<file path="src/common/csi_pkg.sv">
// constants and types shared by the stack and interrupt-entry block
// assumes one core clock and one asynchronous active-low reset
package csi_pkg;

  localparam int          PC_W        = 12;
  localparam logic [11:0] BOOT_START  = 12'hc00;
  localparam logic [11:0] VEC_STEP    = 12'h001;
  localparam int          ENTRY_CYC   = 4;
  localparam int          N_IRQ       = 8;
  localparam int          N_FLAG      = 4;
  localparam int          N_PTR       = 3;

  // i/o space offsets
  localparam logic [5:0]  IO_IEN      = 6'h39;
  localparam logic [5:0]  IO_IFLAG    = 6'h3a;
  localparam logic [5:0]  IO_GIC      = 6'h3b;
  localparam logic [5:0]  IO_SPL      = 6'h3d;
  localparam logic [5:0]  IO_SPH      = 6'h3e;
  localparam logic [5:0]  IO_STATUS_REGISTER     = 6'h3f;

  // values after reset
  localparam logic [7:0]  SPL_RST     = 8'h00;
  localparam logic [7:0]  SPH_RST     = 8'h00;
  localparam logic [7:0]  STATUS_REGISTER_RST    = 8'h00;
  localparam logic [7:0]  GIC_RST     = 8'h00;
  localparam logic [7:0]  IEN_RST     = 8'h00;
  localparam logic [15:0] PTR_RST     = 16'h0000;

  // field positions
  localparam int          GIE_BIT     = 7;
  localparam int          VSEL_BIT    = 1;

  typedef enum logic [2:0] {
    ST_IDLE = 3'b000,
    ST_C1   = 3'b001,
    ST_C2   = 3'b011,
    ST_C3   = 3'b010,
    ST_C4   = 3'b110
  } csi_seq_t;

  typedef enum logic [2:0] {
    SOP_NONE = 3'h0,
    SOP_PUSH = 3'h1,
    SOP_POP  = 3'h2,
    SOP_CALL = 3'h3,
    SOP_RET  = 3'h4,
    SOP_INTERRUPT_RETURN_INSTR = 3'h5
  } csi_sop_t;

  typedef enum logic [1:0] {
    PM_PLAIN   = 2'h0,
    PM_DISP    = 2'h1,
    PM_POSTINC = 2'h2,
    PM_PREDEC  = 2'h3
  } csi_pmode_t;

endpackage

</file>
<file path="src/logic/csi_stack_irq.sv">
// stack pointer, pointer registers and interrupt entry/return sequencing
// assumes instr_done marks each instruction boundary and is never raised
// together with a stack_op; data memory answers a read one cycle later
//
// Function
// - registers 26 to 31 pair into three 16-bit data pointers
// - pointer access uses displacement, post-increment or pre-decrement
// - stack grows down; push decrements by one, pop increments by one
// - calls and interrupt entry push return address, pointer minus two
// - returns pop the return address, stack pointer plus two
// - stack pointer always marks the next free byte, one below the top of stack
// - stack pointer held as high and low byte, read-write in i/o
// - core runs on the undivided clock and overlaps fetch with execute
// - register operands read and result written within one cycle
// - reset and every interrupt own a vector at low program addresses
// - lower vector address wins; reset first, then external interrupt zero
// - vector select moves vectors to boot start; fuse moves reset
// - interrupt taken only with own enable and global enable set
// - programmed boot lock bits suppress interrupts by program region
// - entry clears global enable; interrupt return sets it
// - taking a flag interrupt clears its flag; writing one clears too
// - disabled flags stay pending and are served later by priority
// - level requests serve only while present, no latched flag
// - one instruction runs after interrupt return before the next entry
// - status register is neither saved nor restored on entry/return
// - global disable acts at once, even against a same-cycle request
// - after global enable the next instruction runs before any entry
// - global interrupt enable is bit 7 of the status register
// - entry takes four cycles pushing the return address
// - interrupt return takes four cycles and sets global enable
`timescale 1ns/1ps
module csi_stack_irq (
  // clock and reset
  input  wire logic        clk,
  input  wire logic        arst_n,
  // i/o space access
  input  wire logic [5:0]  io_addr,
  input  wire logic        io_we,
  input  wire logic        io_re,
  input  wire logic [7:0]  io_wdata,
  output logic      [7:0]  io_rdata,
  // instruction sequencing
  input  wire logic        instr_done,
  input  wire logic        instr_is_sei,
  input  wire logic        instr_is_cli,
  input  wire logic [2:0]  stack_op,
  input  wire logic [7:0]  push_data,
  input  wire logic [11:0] pc_cur,
  input  wire logic [11:0] pc_next,
  // pointer registers
  input  wire logic        gpr_we,
  input  wire logic [2:0]  gpr_idx,
  input  wire logic [7:0]  gpr_wdata,
  input  wire logic        ptr_req,
  input  wire logic [1:0]  ptr_sel,
  input  wire logic [1:0]  ptr_mode,
  input  wire logic [5:0]  ptr_disp,
  output logic      [15:0] ptr_addr,
  output logic      [7:0]  gpr_rdata,
  // data memory
  output logic      [15:0] mem_addr,
  output logic      [7:0]  mem_wdata,
  output logic             mem_we,
  output logic             mem_re,
  input  wire logic [7:0]  mem_rdata,
  // interrupt requests and configuration pins
  input  wire logic [3:0]  irq_event,
  input  wire logic [3:0]  irq_level,
  input  wire logic        app_lock_bit,
  input  wire logic        boot_lock_bit,
  input  wire logic        reset_vector_fuse,
  // towards fetch
  output logic             stack_busy,
  output logic             irq_take,
  output logic      [11:0] irq_vector,
  output logic             ret_valid,
  output logic      [11:0] ret_pc,
  output logic      [11:0] reset_vector,
  output logic      [15:0] stack_pointer,
  output logic      [7:0]  status_register
);

  ////////////////////////////////////////////////////////////////////////////
  // decode

  csi_pkg::csi_seq_t seq_r;
  logic              pop_r;
  logic              entry_r;
  logic              interrupt_return_instr_r;
  logic [11:0]       pc_hold_r;
  logic [3:0]        pc_hi_r;
  logic [7:0]        gic_r;
  logic [7:0]        ien_r;
  logic [2:0]        pin_m_r;
  logic [2:0]        pin_s_r;
  logic [15:0]       sp_nxt;
  logic [15:0]       ptr_addr_c;
  logic [7:0]        gpr_rdata_c;
  logic [3:0]        flags_w;
  logic              pend_any_w;
  logic [2:0]        pend_idx_w;
  logic              idle;
  logic              gie;
  logic              suppress;
  logic              take_now;
  logic              start_push;
  logic              start_pop;
  logic              one_push;
  logic              one_pop;
  logic              sp_dn;
  logic              sp_up;
  logic              io_sp_wr;
  logic [11:0]       vec_c;

  function automatic logic io_hit(input logic [5:0] a,
                                  input logic [5:0] off);
    return a == off;
  endfunction

  assign idle = (seq_r == csi_pkg::ST_IDLE);
  assign gie  = status_register[csi_pkg::GIE_BIT];

  // lock bits only count in the region that holds no vectors
  assign suppress =
    (pc_cur <  csi_pkg::BOOT_START && pin_s_r[0] &&
      gic_r[csi_pkg::VSEL_BIT]) ||
    (pc_cur >= csi_pkg::BOOT_START && pin_s_r[1] &&
      !gic_r[csi_pkg::VSEL_BIT]);

  // boundary only, so a return or multi-cycle op always completes first
  assign take_now = instr_done && idle && gie && pend_any_w &&
                    !suppress && !instr_is_cli;

  assign start_push = idle && (take_now || stack_op == csi_pkg::SOP_CALL);
  assign start_pop  = idle && !take_now &&
                      (stack_op == csi_pkg::SOP_RET ||
                       stack_op == csi_pkg::SOP_INTERRUPT_RETURN_INSTR);
  assign one_push   = idle && !take_now && stack_op == csi_pkg::SOP_PUSH;
  assign one_pop    = idle && !take_now && stack_op == csi_pkg::SOP_POP;
  assign sp_dn      = start_push || one_push ||
                      (seq_r == csi_pkg::ST_C1 && !pop_r);
  assign sp_up      = start_pop || one_pop ||
                      (seq_r == csi_pkg::ST_C1 && pop_r);
  assign io_sp_wr   = io_we && (io_hit(io_addr, csi_pkg::IO_SPL) ||
                                io_hit(io_addr, csi_pkg::IO_SPH));

  // vector 0 is reset, so source n sits n+1 steps above the base
  assign vec_c = (gic_r[csi_pkg::VSEL_BIT] ? csi_pkg::BOOT_START
                                           : 12'h000) +
                 12'({9'h000, pend_idx_w} * csi_pkg::VEC_STEP) +
                 csi_pkg::VEC_STEP;

  ////////////////////////////////////////////////////////////////////////////
  // submodules

  csi_ptr_file u_ptr (
    .clk       (clk),
    .arst_n    (arst_n),
    .gpr_we    (gpr_we),
    .gpr_idx   (gpr_idx),
    .gpr_wdata (gpr_wdata),
    .gpr_rdata (gpr_rdata_c),
    .ptr_req   (ptr_req),
    .ptr_sel   (ptr_sel),
    .ptr_mode  (ptr_mode),
    .ptr_disp  (ptr_disp),
    .ptr_addr  (ptr_addr_c)
  );

  csi_irq_arb u_arb (
    .clk        (clk),
    .arst_n     (arst_n),
    .irq_event  (irq_event),
    .irq_level  (irq_level),
    .irq_enable (ien_r),
    .flag_clear (io_we && io_hit(io_addr, csi_pkg::IO_IFLAG) ?
                 io_wdata[3:0] : 4'h0),
    .take       (take_now),
    .flags      (flags_w),
    .pend_any   (pend_any_w),
    .pend_idx   (pend_idx_w)
  );

  ////////////////////////////////////////////////////////////////////////////
  // stack pointer

  always_comb
  begin
    sp_nxt = stack_pointer;
    if (io_we && io_hit(io_addr, csi_pkg::IO_SPL))
      sp_nxt = {stack_pointer[15:8], io_wdata};
    else if (io_we && io_hit(io_addr, csi_pkg::IO_SPH))
      sp_nxt = {io_wdata, stack_pointer[7:0]};
    else if (sp_dn)
      sp_nxt = stack_pointer - 16'h0001;
    else if (sp_up)
      sp_nxt = stack_pointer + 16'h0001;
  end

  always_ff @(posedge clk or negedge arst_n)
  begin
    if (!arst_n)
      stack_pointer <= {csi_pkg::SPH_RST, csi_pkg::SPL_RST};
    else
      stack_pointer <= sp_nxt;
  end

  ////////////////////////////////////////////////////////////////////////////
  // two-byte sequencer: calls, returns and interrupt entry

  always_ff @(posedge clk or negedge arst_n)
  begin
    if (!arst_n)
    begin
      seq_r      <= csi_pkg::ST_IDLE;
      pop_r      <= 1'b0;
      entry_r    <= 1'b0;
      interrupt_return_instr_r     <= 1'b0;
      pc_hold_r  <= 12'h000;
      pc_hi_r    <= 4'h0;
      stack_busy <= 1'b0;
      mem_we     <= 1'b0;
      mem_re     <= 1'b0;
      mem_addr   <= 16'h0000;
      mem_wdata  <= 8'h00;
      irq_take   <= 1'b0;
      irq_vector <= 12'h000;
      ret_valid  <= 1'b0;
      ret_pc     <= 12'h000;
    end
    else
    begin
      mem_we    <= 1'b0;
      mem_re    <= 1'b0;
      irq_take  <= 1'b0;
      ret_valid <= 1'b0;
      case (seq_r)
        csi_pkg::ST_IDLE:
        begin
          if (start_push || start_pop)
          begin
            seq_r      <= csi_pkg::ST_C1;
            stack_busy <= 1'b1;
            pop_r      <= start_pop;
            entry_r    <= take_now;
            interrupt_return_instr_r     <= (stack_op == csi_pkg::SOP_INTERRUPT_RETURN_INSTR);
            pc_hold_r  <= pc_next;
          end
          if (start_push || one_push)
          begin
            mem_we    <= 1'b1;
            mem_addr  <= stack_pointer;
            mem_wdata <= one_push ? push_data : pc_next[7:0];
          end
          if (start_pop || one_pop)
          begin
            mem_re   <= 1'b1;
            mem_addr <= stack_pointer + 16'h0001;
          end
          if (take_now)
            irq_vector <= vec_c;
        end
        csi_pkg::ST_C1:
        begin
          seq_r <= csi_pkg::ST_C2;
          if (pop_r)
          begin
            mem_re   <= 1'b1;
            mem_addr <= stack_pointer + 16'h0001;
          end
          else
          begin
            mem_we    <= 1'b1;
            mem_addr  <= stack_pointer;
            mem_wdata <= {4'h0, pc_hold_r[11:8]};
          end
        end
        csi_pkg::ST_C2:
        begin
          seq_r <= csi_pkg::ST_C3;
          if (pop_r)
            pc_hi_r <= mem_rdata[3:0];
        end
        csi_pkg::ST_C3:
        begin
          seq_r     <= csi_pkg::ST_C4;
          ret_pc    <= {pc_hi_r, mem_rdata};
          ret_valid <= pop_r;
          irq_take  <= entry_r;
        end
        default:
        begin
          seq_r      <= csi_pkg::ST_IDLE;
          stack_busy <= 1'b0;
        end
      endcase
    end
  end

  ////////////////////////////////////////////////////////////////////////////
  // status, control and enable registers

  // only the enable bit is touched by entry and return
  always_ff @(posedge clk or negedge arst_n)
  begin
    if (!arst_n)
      status_register <= csi_pkg::STATUS_REGISTER_RST;
    else
    begin
      if (io_we && io_hit(io_addr, csi_pkg::IO_STATUS_REGISTER))
        status_register <= io_wdata;
      if (instr_done && instr_is_sei)
        status_register[csi_pkg::GIE_BIT] <= 1'b1;
      if (instr_done && instr_is_cli)
        status_register[csi_pkg::GIE_BIT] <= 1'b0;
      if (take_now)
        status_register[csi_pkg::GIE_BIT] <= 1'b0;
      if (seq_r == csi_pkg::ST_C3 && pop_r && interrupt_return_instr_r)
        status_register[csi_pkg::GIE_BIT] <= 1'b1;
    end
  end

  always_ff @(posedge clk or negedge arst_n)
  begin
    if (!arst_n)
    begin
      gic_r <= csi_pkg::GIC_RST;
      ien_r <= csi_pkg::IEN_RST;
    end
    else
    begin
      if (io_we && io_hit(io_addr, csi_pkg::IO_GIC))
        gic_r <= io_wdata;
      if (io_we && io_hit(io_addr, csi_pkg::IO_IEN))
        ien_r <= io_wdata;
    end
  end

  always_ff @(posedge clk or negedge arst_n)
  begin
    if (!arst_n)
      io_rdata <= 8'h00;
    else if (io_re)
      case (io_addr)
        csi_pkg::IO_SPL:   io_rdata <= stack_pointer[7:0];
        csi_pkg::IO_SPH:   io_rdata <= stack_pointer[15:8];
        csi_pkg::IO_STATUS_REGISTER:  io_rdata <= status_register;
        csi_pkg::IO_GIC:   io_rdata <= gic_r;
        csi_pkg::IO_IFLAG: io_rdata <= {4'h0, flags_w};
        csi_pkg::IO_IEN:   io_rdata <= ien_r;
        default:           io_rdata <= 8'h00;
      endcase
  end

  ////////////////////////////////////////////////////////////////////////////
  // pins, pointer outputs and reset vector

  // single undivided clock; fetch overlap lives in the outer pipeline
  always_ff @(posedge clk or negedge arst_n)
  begin
    if (!arst_n)
    begin
      pin_m_r      <= 3'h0;
      pin_s_r      <= 3'h0;
      reset_vector <= 12'h000;
      ptr_addr     <= 16'h0000;
      gpr_rdata    <= 8'h00;
    end
    else
    begin
      pin_m_r      <= {reset_vector_fuse, boot_lock_bit, app_lock_bit};
      pin_s_r      <= pin_m_r;
      reset_vector <= pin_s_r[2] ? csi_pkg::BOOT_START : 12'h000;
      ptr_addr     <= ptr_addr_c;
      gpr_rdata    <= gpr_rdata_c;
    end
  end

  ////////////////////////////////////////////////////////////////////////////
  // checks

  property p_push;
    @(posedge clk) disable iff (!arst_n)
    (one_push && !io_sp_wr) |=> stack_pointer == $past(stack_pointer) - 16'h0001;
  endproperty
  a_push: assert property (p_push)
    else $error("push did not lower the stack pointer by one");

  property p_call;
    @(posedge clk) disable iff (!arst_n)
    (start_push && !io_sp_wr) ##1 !io_sp_wr
      |=> stack_pointer == $past(stack_pointer, 2) - 16'h0002;
  endproperty
  a_call: assert property (p_call)
    else $error("call or entry did not lower the stack pointer by two");

  property p_ret;
    @(posedge clk) disable iff (!arst_n)
    (start_pop && !io_sp_wr) ##1 !io_sp_wr
      |=> stack_pointer == $past(stack_pointer, 2) + 16'h0002;
  endproperty
  a_ret: assert property (p_ret)
    else $error("return did not raise the stack pointer by two");

  property p_entry;
    @(posedge clk) disable iff (!arst_n)
    take_now |=> !gie ##3 (irq_take && irq_vector == $past(vec_c, 4));
  endproperty
  a_entry: assert property (p_entry)
    else $error("entry did not clear enable or vector after four cycles");

  property p_interrupt_return_instr;
    @(posedge clk) disable iff (!arst_n)
    (start_pop && stack_op == csi_pkg::SOP_INTERRUPT_RETURN_INSTR) |-> ##4 (gie && ret_valid);
  endproperty
  a_interrupt_return_instr: assert property (p_interrupt_return_instr)
    else $error("interrupt return did not set enable in four cycles");

  property p_cli;
    @(posedge clk) disable iff (!arst_n)
    (instr_done && instr_is_cli && idle) |=> (!gie && idle);
  endproperty
  a_cli: assert property (p_cli)
    else $error("interrupt entered in the cycle of global disable");

  property p_gate;
    @(posedge clk) disable iff (!arst_n)
    (seq_r == csi_pkg::ST_C1 && entry_r) |-> $past(gie) && !gie;
  endproperty
  a_gate: assert property (p_gate)
    else $error("interrupt entered while global enable was clear");

endmodule // csi_stack_irq

</file>
<file path="src/logic/csi_ptr_file.sv">
// the six upper working registers and their use as three 16-bit pointers
// assumes pointer select 3 is never issued; it is folded onto the third pair
`timescale 1ns/1ps
module csi_ptr_file (
  // clock and reset
  input  wire logic        clk,
  input  wire logic        arst_n,
  // ordinary register access
  input  wire logic        gpr_we,
  input  wire logic [2:0]  gpr_idx,
  input  wire logic [7:0]  gpr_wdata,
  output logic      [7:0]  gpr_rdata,
  // pointer access
  input  wire logic        ptr_req,
  input  wire logic [1:0]  ptr_sel,
  input  wire logic [1:0]  ptr_mode,
  input  wire logic [5:0]  ptr_disp,
  output logic      [15:0] ptr_addr
);

  logic [47:0] pairs_w;
  logic [1:0]  sel_c;
  logic [15:0] base_c;
  logic [15:0] upd_c;
  logic        step_c;

  always_comb
  begin
    sel_c  = (ptr_sel == 2'h3) ? 2'h2 : ptr_sel;
    base_c = pairs_w[{sel_c, 4'h0} +: 16];
    step_c = ptr_req && (ptr_mode == csi_pkg::PM_POSTINC ||
                         ptr_mode == csi_pkg::PM_PREDEC);
    upd_c  = (ptr_mode == csi_pkg::PM_PREDEC) ? base_c - 16'h0001
                                              : base_c + 16'h0001;
    case (ptr_mode)
      csi_pkg::PM_DISP:   ptr_addr = base_c + {10'h000, ptr_disp};
      csi_pkg::PM_PREDEC: ptr_addr = base_c - 16'h0001;
      default:            ptr_addr = base_c;
    endcase
    gpr_rdata = (gpr_idx < 3'h6) ? pairs_w[{gpr_idx, 3'h0} +: 8] : 8'h00;
  end

  for (genvar g = 0; g < csi_pkg::N_PTR; g++)
  begin : g_pair
    logic [15:0] val_r;
    // the pointer step wins over a plain write to the same pair
    always_ff @(posedge clk or negedge arst_n)
    begin
      if (!arst_n)
        val_r <= csi_pkg::PTR_RST;
      else if (step_c && sel_c == 2'(g))
        val_r <= upd_c;
      else if (gpr_we && gpr_idx == 3'(2 * g))
        val_r[7:0] <= gpr_wdata;
      else if (gpr_we && gpr_idx == 3'(2 * g + 1))
        val_r[15:8] <= gpr_wdata;
    end
    assign pairs_w[16 * g +: 16] = val_r;
  end

  property p_postinc;
    @(posedge clk) disable iff (!arst_n)
    (ptr_req && ptr_mode == csi_pkg::PM_POSTINC && sel_c == 2'h0)
      |=> pairs_w[15:0] == $past(base_c) + 16'h0001;
  endproperty
  a_postinc: assert property (p_postinc)
    else $error("pointer post-increment did not step by one");

endmodule // csi_ptr_file

</file>
<file path="src/logic/csi_irq_arb.sv">
// interrupt flags, level requests and fixed priority selection
// assumes events and levels come from logic on the same clock
`timescale 1ns/1ps
module csi_irq_arb (
  // clock and reset
  input  wire logic       clk,
  input  wire logic       arst_n,
  // requests
  input  wire logic [3:0] irq_event,
  input  wire logic [3:0] irq_level,
  // control
  input  wire logic [7:0] irq_enable,
  input  wire logic [3:0] flag_clear,
  input  wire logic       take,
  // state
  output logic      [3:0] flags,
  output logic            pend_any,
  output logic      [2:0] pend_idx
);

  logic [7:0] pend_c;

  function automatic logic [2:0] first_set(input logic [7:0] v);
    logic [2:0] r;
    r = 3'h0;
    for (int i = 7; i >= 0; i--)
      if (v[i])
        r = 3'(i);
    return r;
  endfunction

  // levels carry no flag, so a vanished condition is never served
  assign pend_c   = {irq_level, flags} & irq_enable;
  assign pend_any = |pend_c;
  assign pend_idx = first_set(pend_c);

  for (genvar g = 0; g < csi_pkg::N_FLAG; g++)
  begin : g_flag
    // a new event wins over a clear in the same cycle
    always_ff @(posedge clk or negedge arst_n)
    begin
      if (!arst_n)
        flags[g] <= 1'b0;
      else if (irq_event[g])
        flags[g] <= 1'b1;
      else if (flag_clear[g] || (take && pend_idx == 3'(g)))
        flags[g] <= 1'b0;
    end
  end

  property p_prio;
    @(posedge clk) disable iff (!arst_n)
    pend_any |-> pend_c[pend_idx] &&
      ((pend_c & ((8'h01 << pend_idx) - 8'h01)) == 8'h00);
  endproperty
  a_prio: assert property (p_prio)
    else $error("selected request is not the lowest pending one");

  property p_hw_clear;
    @(posedge clk) disable iff (!arst_n)
    (take && pend_idx == 3'h0 && !irq_event[0]) |=> !flags[0];
  endproperty
  a_hw_clear: assert property (p_hw_clear)
    else $error("flag not cleared when its vector was taken");

  property p_keep;
    @(posedge clk) disable iff (!arst_n)
    (flags[1] && !take && flag_clear == 4'h0) |=> flags[1];
  endproperty
  a_keep: assert property (p_keep)
    else $error("pending flag lost without service or clear");

endmodule // csi_irq_arb

</file>
<file path="config.mk">
export PLATFORM = sky130hd
export DESIGN_NAME = csi_stack_irq
export DESIGN_NICKNAME = d
export VERILOG_FILES = /design/src/common/csi_pkg.sv /design/src/logic/csi_stack_irq.sv /design/src/logic/csi_ptr_file.sv /design/src/logic/csi_irq_arb.sv
export SDC_FILE = /design/constraint.sdc
export NUM_CORES = 1
export LEC_CHECK = 0
export ABC_AREA = 0
export CORE_MARGIN = 5
export CORE_UTILIZATION = 30
export DETAILED_ROUTE_END_ITERATION = 8
export DONT_BUFFER_PORTS = 1
export GPL_TIMING_DRIVEN = 1
export PLACE_DENSITY = 0.51
export SLEW_MARGIN = 20
export SYNTH_ARGS = -nofsm -noshare
export SYNTH_HDL_FRONTEND = slang
export SYNTH_SLANG_ARGS = --single-unit
</file>
<file path="constraint.sdc">
create_clock -name clk -period 6.2 [get_ports clk]
set_clock_uncertainty 0.1 [all_clocks]
set_input_delay 1.24 -clock clk [delete_from_list [all_inputs] [get_ports clk]]
set_output_delay 1.24 -clock clk [all_outputs]
set_load 0.01 [all_outputs]
</file>
==> flow_results.xml <==
<?xml version="1.0" encoding="UTF-8"?>
<metrics>
  <group name="critical_path">
    <metric name="cpMaxStageDelayCell" unit="">nor3_1</metric>
    <metric name="timing.critical_path.from_type" unit="">input port</metric>
    <metric name="timing.setup.critical_path_class" unit="">input port to register</metric>
    <metric name="critPathMaxFanout" unit="">36</metric>
    <metric name="path_delay_family" unit="">simple AND/OR/NAND/NOR gates</metric>
    <metric name="timing.critical_path.cells" unit="">clkinv_1, mux2i_2, nor3_1, nand4_1, nor3_1, or2_2, a41oi_1</metric>
    <metric name="worst-endpoint-arrival" unit="ns">3.82</metric>
    <metric name="timing.critical_path.slowest_cell_delay" unit="ns">0.67</metric>
    <metric name="path_buf_inv" unit="">1</metric>
    <metric name="critical_path.endpoint_type" unit="">register</metric>
    <metric name="crit_required" unit="ns">6.40</metric>
    <metric name="most_common_cell_on_crit_path" unit="">nor3_1</metric>
  </group>
  <group name="clocking">
    <metric name="clock_sinks" unit="">191</metric>
    <metric name="cts_htree_levels" unit="">4</metric>
    <metric name="max-clock-path-buffers" unit="">2</metric>
    <metric name="holdBufCountCts" unit="">0</metric>
    <metric name="cts_resized" unit="">0</metric>
    <metric name="clk_pin_slew_worst_paths" unit="ns">0.08</metric>
    <metric name="cts_tree" unit="">built</metric>
    <metric name="clk_latency" unit="ns">0.45</metric>
    <metric name="cts_inserted_buffers" unit="">17</metric>
    <metric name="cts_setup_buffers" unit="">0</metric>
    <metric name="cts_root_buf" unit="">clkbuf_16</metric>
  </group>
  <group name="die">
    <metric name="start_util" unit="%">30.4</metric>
    <metric name="pin_count" unit="">219</metric>
    <metric name="design.die.area" unit="um2">39900</metric>
    <metric name="fp.dieH" unit="um">200</metric>
    <metric name="design.core.area" unit="um2">35600</metric>
    <metric name="die_width" unit="um">200</metric>
    <metric name="core.rowCount" unit="">69</metric>
  </group>
  <group name="power_and_ir_drop">
    <metric name="power.sequential.fraction" unit="%">46.4</metric>
    <metric name="ir_worst_vdd" unit="mV">0.224</metric>
    <metric name="switching_share" unit="%">38.4</metric>
    <metric name="cell_internal_pwr" unit="mW">2.92</metric>
    <metric name="clock_power_share" unit="%">25.8</metric>
    <metric name="powerDensity" unit="nW/um2">403</metric>
    <metric name="p_switching" unit="mW">1.82</metric>
    <metric name="power_frac_comb" unit="%">27.8</metric>
    <metric name="power.leakage" unit="nW">4.71</metric>
  </group>
  <group name="sta">
    <metric name="period_share" unit="%">58.4</metric>
    <metric name="rsz_0062_raised_after_global_routing" unit="">no</metric>
    <metric name="timing.setup.tns" unit="ns">0</metric>
    <metric name="finalHoldViolations" unit="">0</metric>
    <metric name="finalMaxSlewViolations" unit="">0</metric>
    <metric name="tightestPinTransition" unit="ns">1.06</metric>
    <metric name="fmax" unit="GHz">0.276</metric>
    <metric name="max_slew_margin" unit="%">28.8</metric>
    <metric name="finalCriticalPeriod" unit="ns">3.62</metric>
    <metric name="setup_viol" unit="">0</metric>
    <metric name="fin_hold_ws" unit="ns">0.261</metric>
  </group>
  <group name="final_layout">
    <metric name="instances_no_fill" unit="">1539</metric>
    <metric name="layout-drive-gt1-share" unit="%">13.6</metric>
    <metric name="final_cell_area" unit="um2">11800</metric>
    <metric name="post-route-util" unit="%">33.1</metric>
    <metric name="area_overhead_of_the_layout_relative_to_synthesis" unit="%">9.06</metric>
    <metric name="final_nets" unit="">1175</metric>
  </group>
  <group name="placed_design">
    <metric name="detailed_place_hpwl" unit="um">24100</metric>
    <metric name="port-buffer-count" unit="">0</metric>
    <metric name="final_weighted_congestion_in_routability_driven_placement" unit="">0.834</metric>
    <metric name="placed_cell_area" unit="um2">11100</metric>
    <metric name="post-place-cells" unit="">1506</metric>
  </group>
  <group name="synthesis">
    <metric name="synth_most_common_cell" unit="">dfrtp_1</metric>
    <metric name="yosys_most_used_dff" unit="">dfrtp_1</metric>
    <metric name="netlist_top_cells_count" unit="">dfrtp_1, nand2_1, mux2_2, nor2_1, o21ai_0</metric>
    <metric name="yosysTopAreaCellShare" unit="%">44.3</metric>
    <metric name="muxShareOfSynthArea" unit="%">14.8</metric>
    <metric name="synth_adder_area_share" unit="%">1.51</metric>
    <metric name="synth-compound-area-share" unit="%">15.7</metric>
    <metric name="netlist_top_cells_area" unit="">dfrtp_1, mux2_2, mux2i_1</metric>
    <metric name="synth-edff-count" unit="">0</metric>
    <metric name="synthesis.area" unit="um2">10800</metric>
    <metric name="synthesis.yosys.warnings" unit="">0</metric>
    <metric name="synth.yosys.seq_area_share" unit="%">44.3</metric>
    <metric name="yosys.area_share.xor_xnor" unit="%">4.06</metric>
    <metric name="yosys.area_share.simple" unit="%">15.0</metric>
    <metric name="synth.ff_latch_count" unit="">191</metric>
    <metric name="async_reset_ff_share" unit="%">100</metric>
    <metric name="netlist.top_cell.by_area" unit="">dfrtp_1</metric>
    <metric name="mapped_cells" unit="">1099</metric>
    <metric name="syn-mean-instance-area" unit="um2">9.83</metric>
    <metric name="ys_types" unit="">71</metric>
    <metric name="synth_top_family_by_area" unit="">compound AO/OA/AOI/OAI gates</metric>
  </group>
  <group name="drt">
    <metric name="route.final.wire_length" unit="um">33700</metric>
    <metric name="post-route-drc-count" unit="">0</metric>
    <metric name="drtPass1Iterations" unit="">7</metric>
    <metric name="postRouteAntennaNets" unit="">0</metric>
    <metric name="vias_per_cell" unit="">5.37</metric>
    <metric name="route.vias.total" unit="">8262</metric>
    <metric name="post_drt_wl_per_cell" unit="um">21.9</metric>
    <metric name="violation_count_after_the_first_detailed_route_iteration" unit="">539</metric>
  </group>
  <group name="grt">
    <metric name="grt_remaining_overflow" unit="">0</metric>
    <metric name="first_global_vias" unit="">8142</metric>
    <metric name="grt_max_degree" unit="">192</metric>
    <metric name="groute.usage.overall" unit="%">16.5</metric>
    <metric name="antenna_violations_before_repair" unit="">1</metric>
    <metric name="grt_first_pass_wirelength" unit="um">50900</metric>
  </group>
  <group name="min_path">
    <metric name="hold_path.class" unit="">register to register</metric>
  </group>
  <group name="flow_run">
    <metric name="timing.max_cap.violations" unit="">0</metric>
  </group>
  <group name="run_status">
    <metric name="outcome" unit="">finished clean</metric>
  </group>
</metrics>
-- cells by family (layout without fill, tap and decap cells) --
| kind of cell | Yosys count | after routing |
|---|---|---|
| AND/OR/NAND/NOR | 337 | 337 |
| AO/OA/AOI/OAI | 261 | 261 |
| flip-flops | 191 | 191 |
| multiplexers | 139 | 139 |
| buffers and inverters | 107 | 70 |
| XOR/XNOR | 50 | 50 |
| adder cells (fa/ha/maj) | 13 | 13 |
| other | 1 | 17 |
-- power groups by stage --
stage / Combinational [mW] / Clock (mW) / Sequential (mW)
detailed placement: 1.32 / 0 / 2.23
CTS: 1.33 / 1.27 / 2.21
floorplan: 1.17 / 0 / 1.98
global placement: 1.30 / 0 / 2.22
finish: 1.32 / 1.23 / 2.20
global route: 1.49 / 1.31 / 2.26
-- per-stage QoR --
step	setup WS [ns]	power, mW
final	2.58	4.74
after global routing	2.32	5.05
after CTS	2.31	4.80
after detailed placement	1.81	3.55
after global placement	1.90	3.52
after floorplan	2.43	3.15
-- sequential cells by signal, indices dropped and copies added, names as in the netlist, 3 cells and up --
signal,cells
ien_r,8
seq_r,3
gic_r,8
ret_pc,12
pin_s_r,3
pc_hold_r,4
mem_wdata,8
mem_addr,16
stack_pointer,16
status_register,8
u_ptr.g_pair.val_r,48
irq_vector,5
io_rdata,8
u_arb.flags,4
pc_hi_r,4
pin_m_r,3
ptr_addr,16
gpr_rdata,8
-- cell usage in the layout (no fill, tap or decap), types with 11 or more instances in the layout --
cell type,netlist,final
dfrtp_1,191,191
nand2_1,119,118
mux2_2,74,74
o21ai_0,64,64
nor2_1,64,63
a21oi_1,56,56
mux2i_1,55,54
xnor2_1,40,40
nor3_1,41,38
o22ai_1,29,29
inv_1,27,27
nand3_1,24,24
a22oi_1,22,22
clkbuf_16,0,17
conb_1,1,16
nor2b_1,13,13
ha_1,13,13
o21ai_1,11,11
-- area by class of cell --
cell class | count | area, um2
clock buffer | 18 | 439
timing repair buffer | 8 | 60.1
fill | 3691 | 23800
clock inverter | 14 | 195
multi-input combinational | 816 | 5610
tap | 461 | 577
sequential | 191 | 4780
inverter | 30 | 115
antenna | 1 | 2.50
-- worst paths after layout --
path	depth (start not counted)	end	from	slack [ns]
min reg2reg	0	pin_s_r[0]	pin_m_r[0]	0.26
max	7	u_ptr.g_pair[1].val_r[15]	ptr_sel[1]	2.58
max in group asynchronous	0	ptr_addr[12]	arst_n	5.34
min in group asynchronous	0	mem_addr[2]	arst_n	0.38
min	0	pin_s_r[0]	pin_m_r[0]	0.26
max reg2reg	9	stack_pointer[10]	seq_r[0]	2.66
-- layer usage --
metal / up-vias / global-route usage (%) / wire length [um]
li1: 3889 / - / -
met1: 4096 / 20.2 / 13700
met2: 234 / 29.0 / 17100
met3: 43 / 3.94 / 2200
met4: 0 / 5.06 / 763
met5: - / 0 / 0
Power figures use the tool's default switching activity.
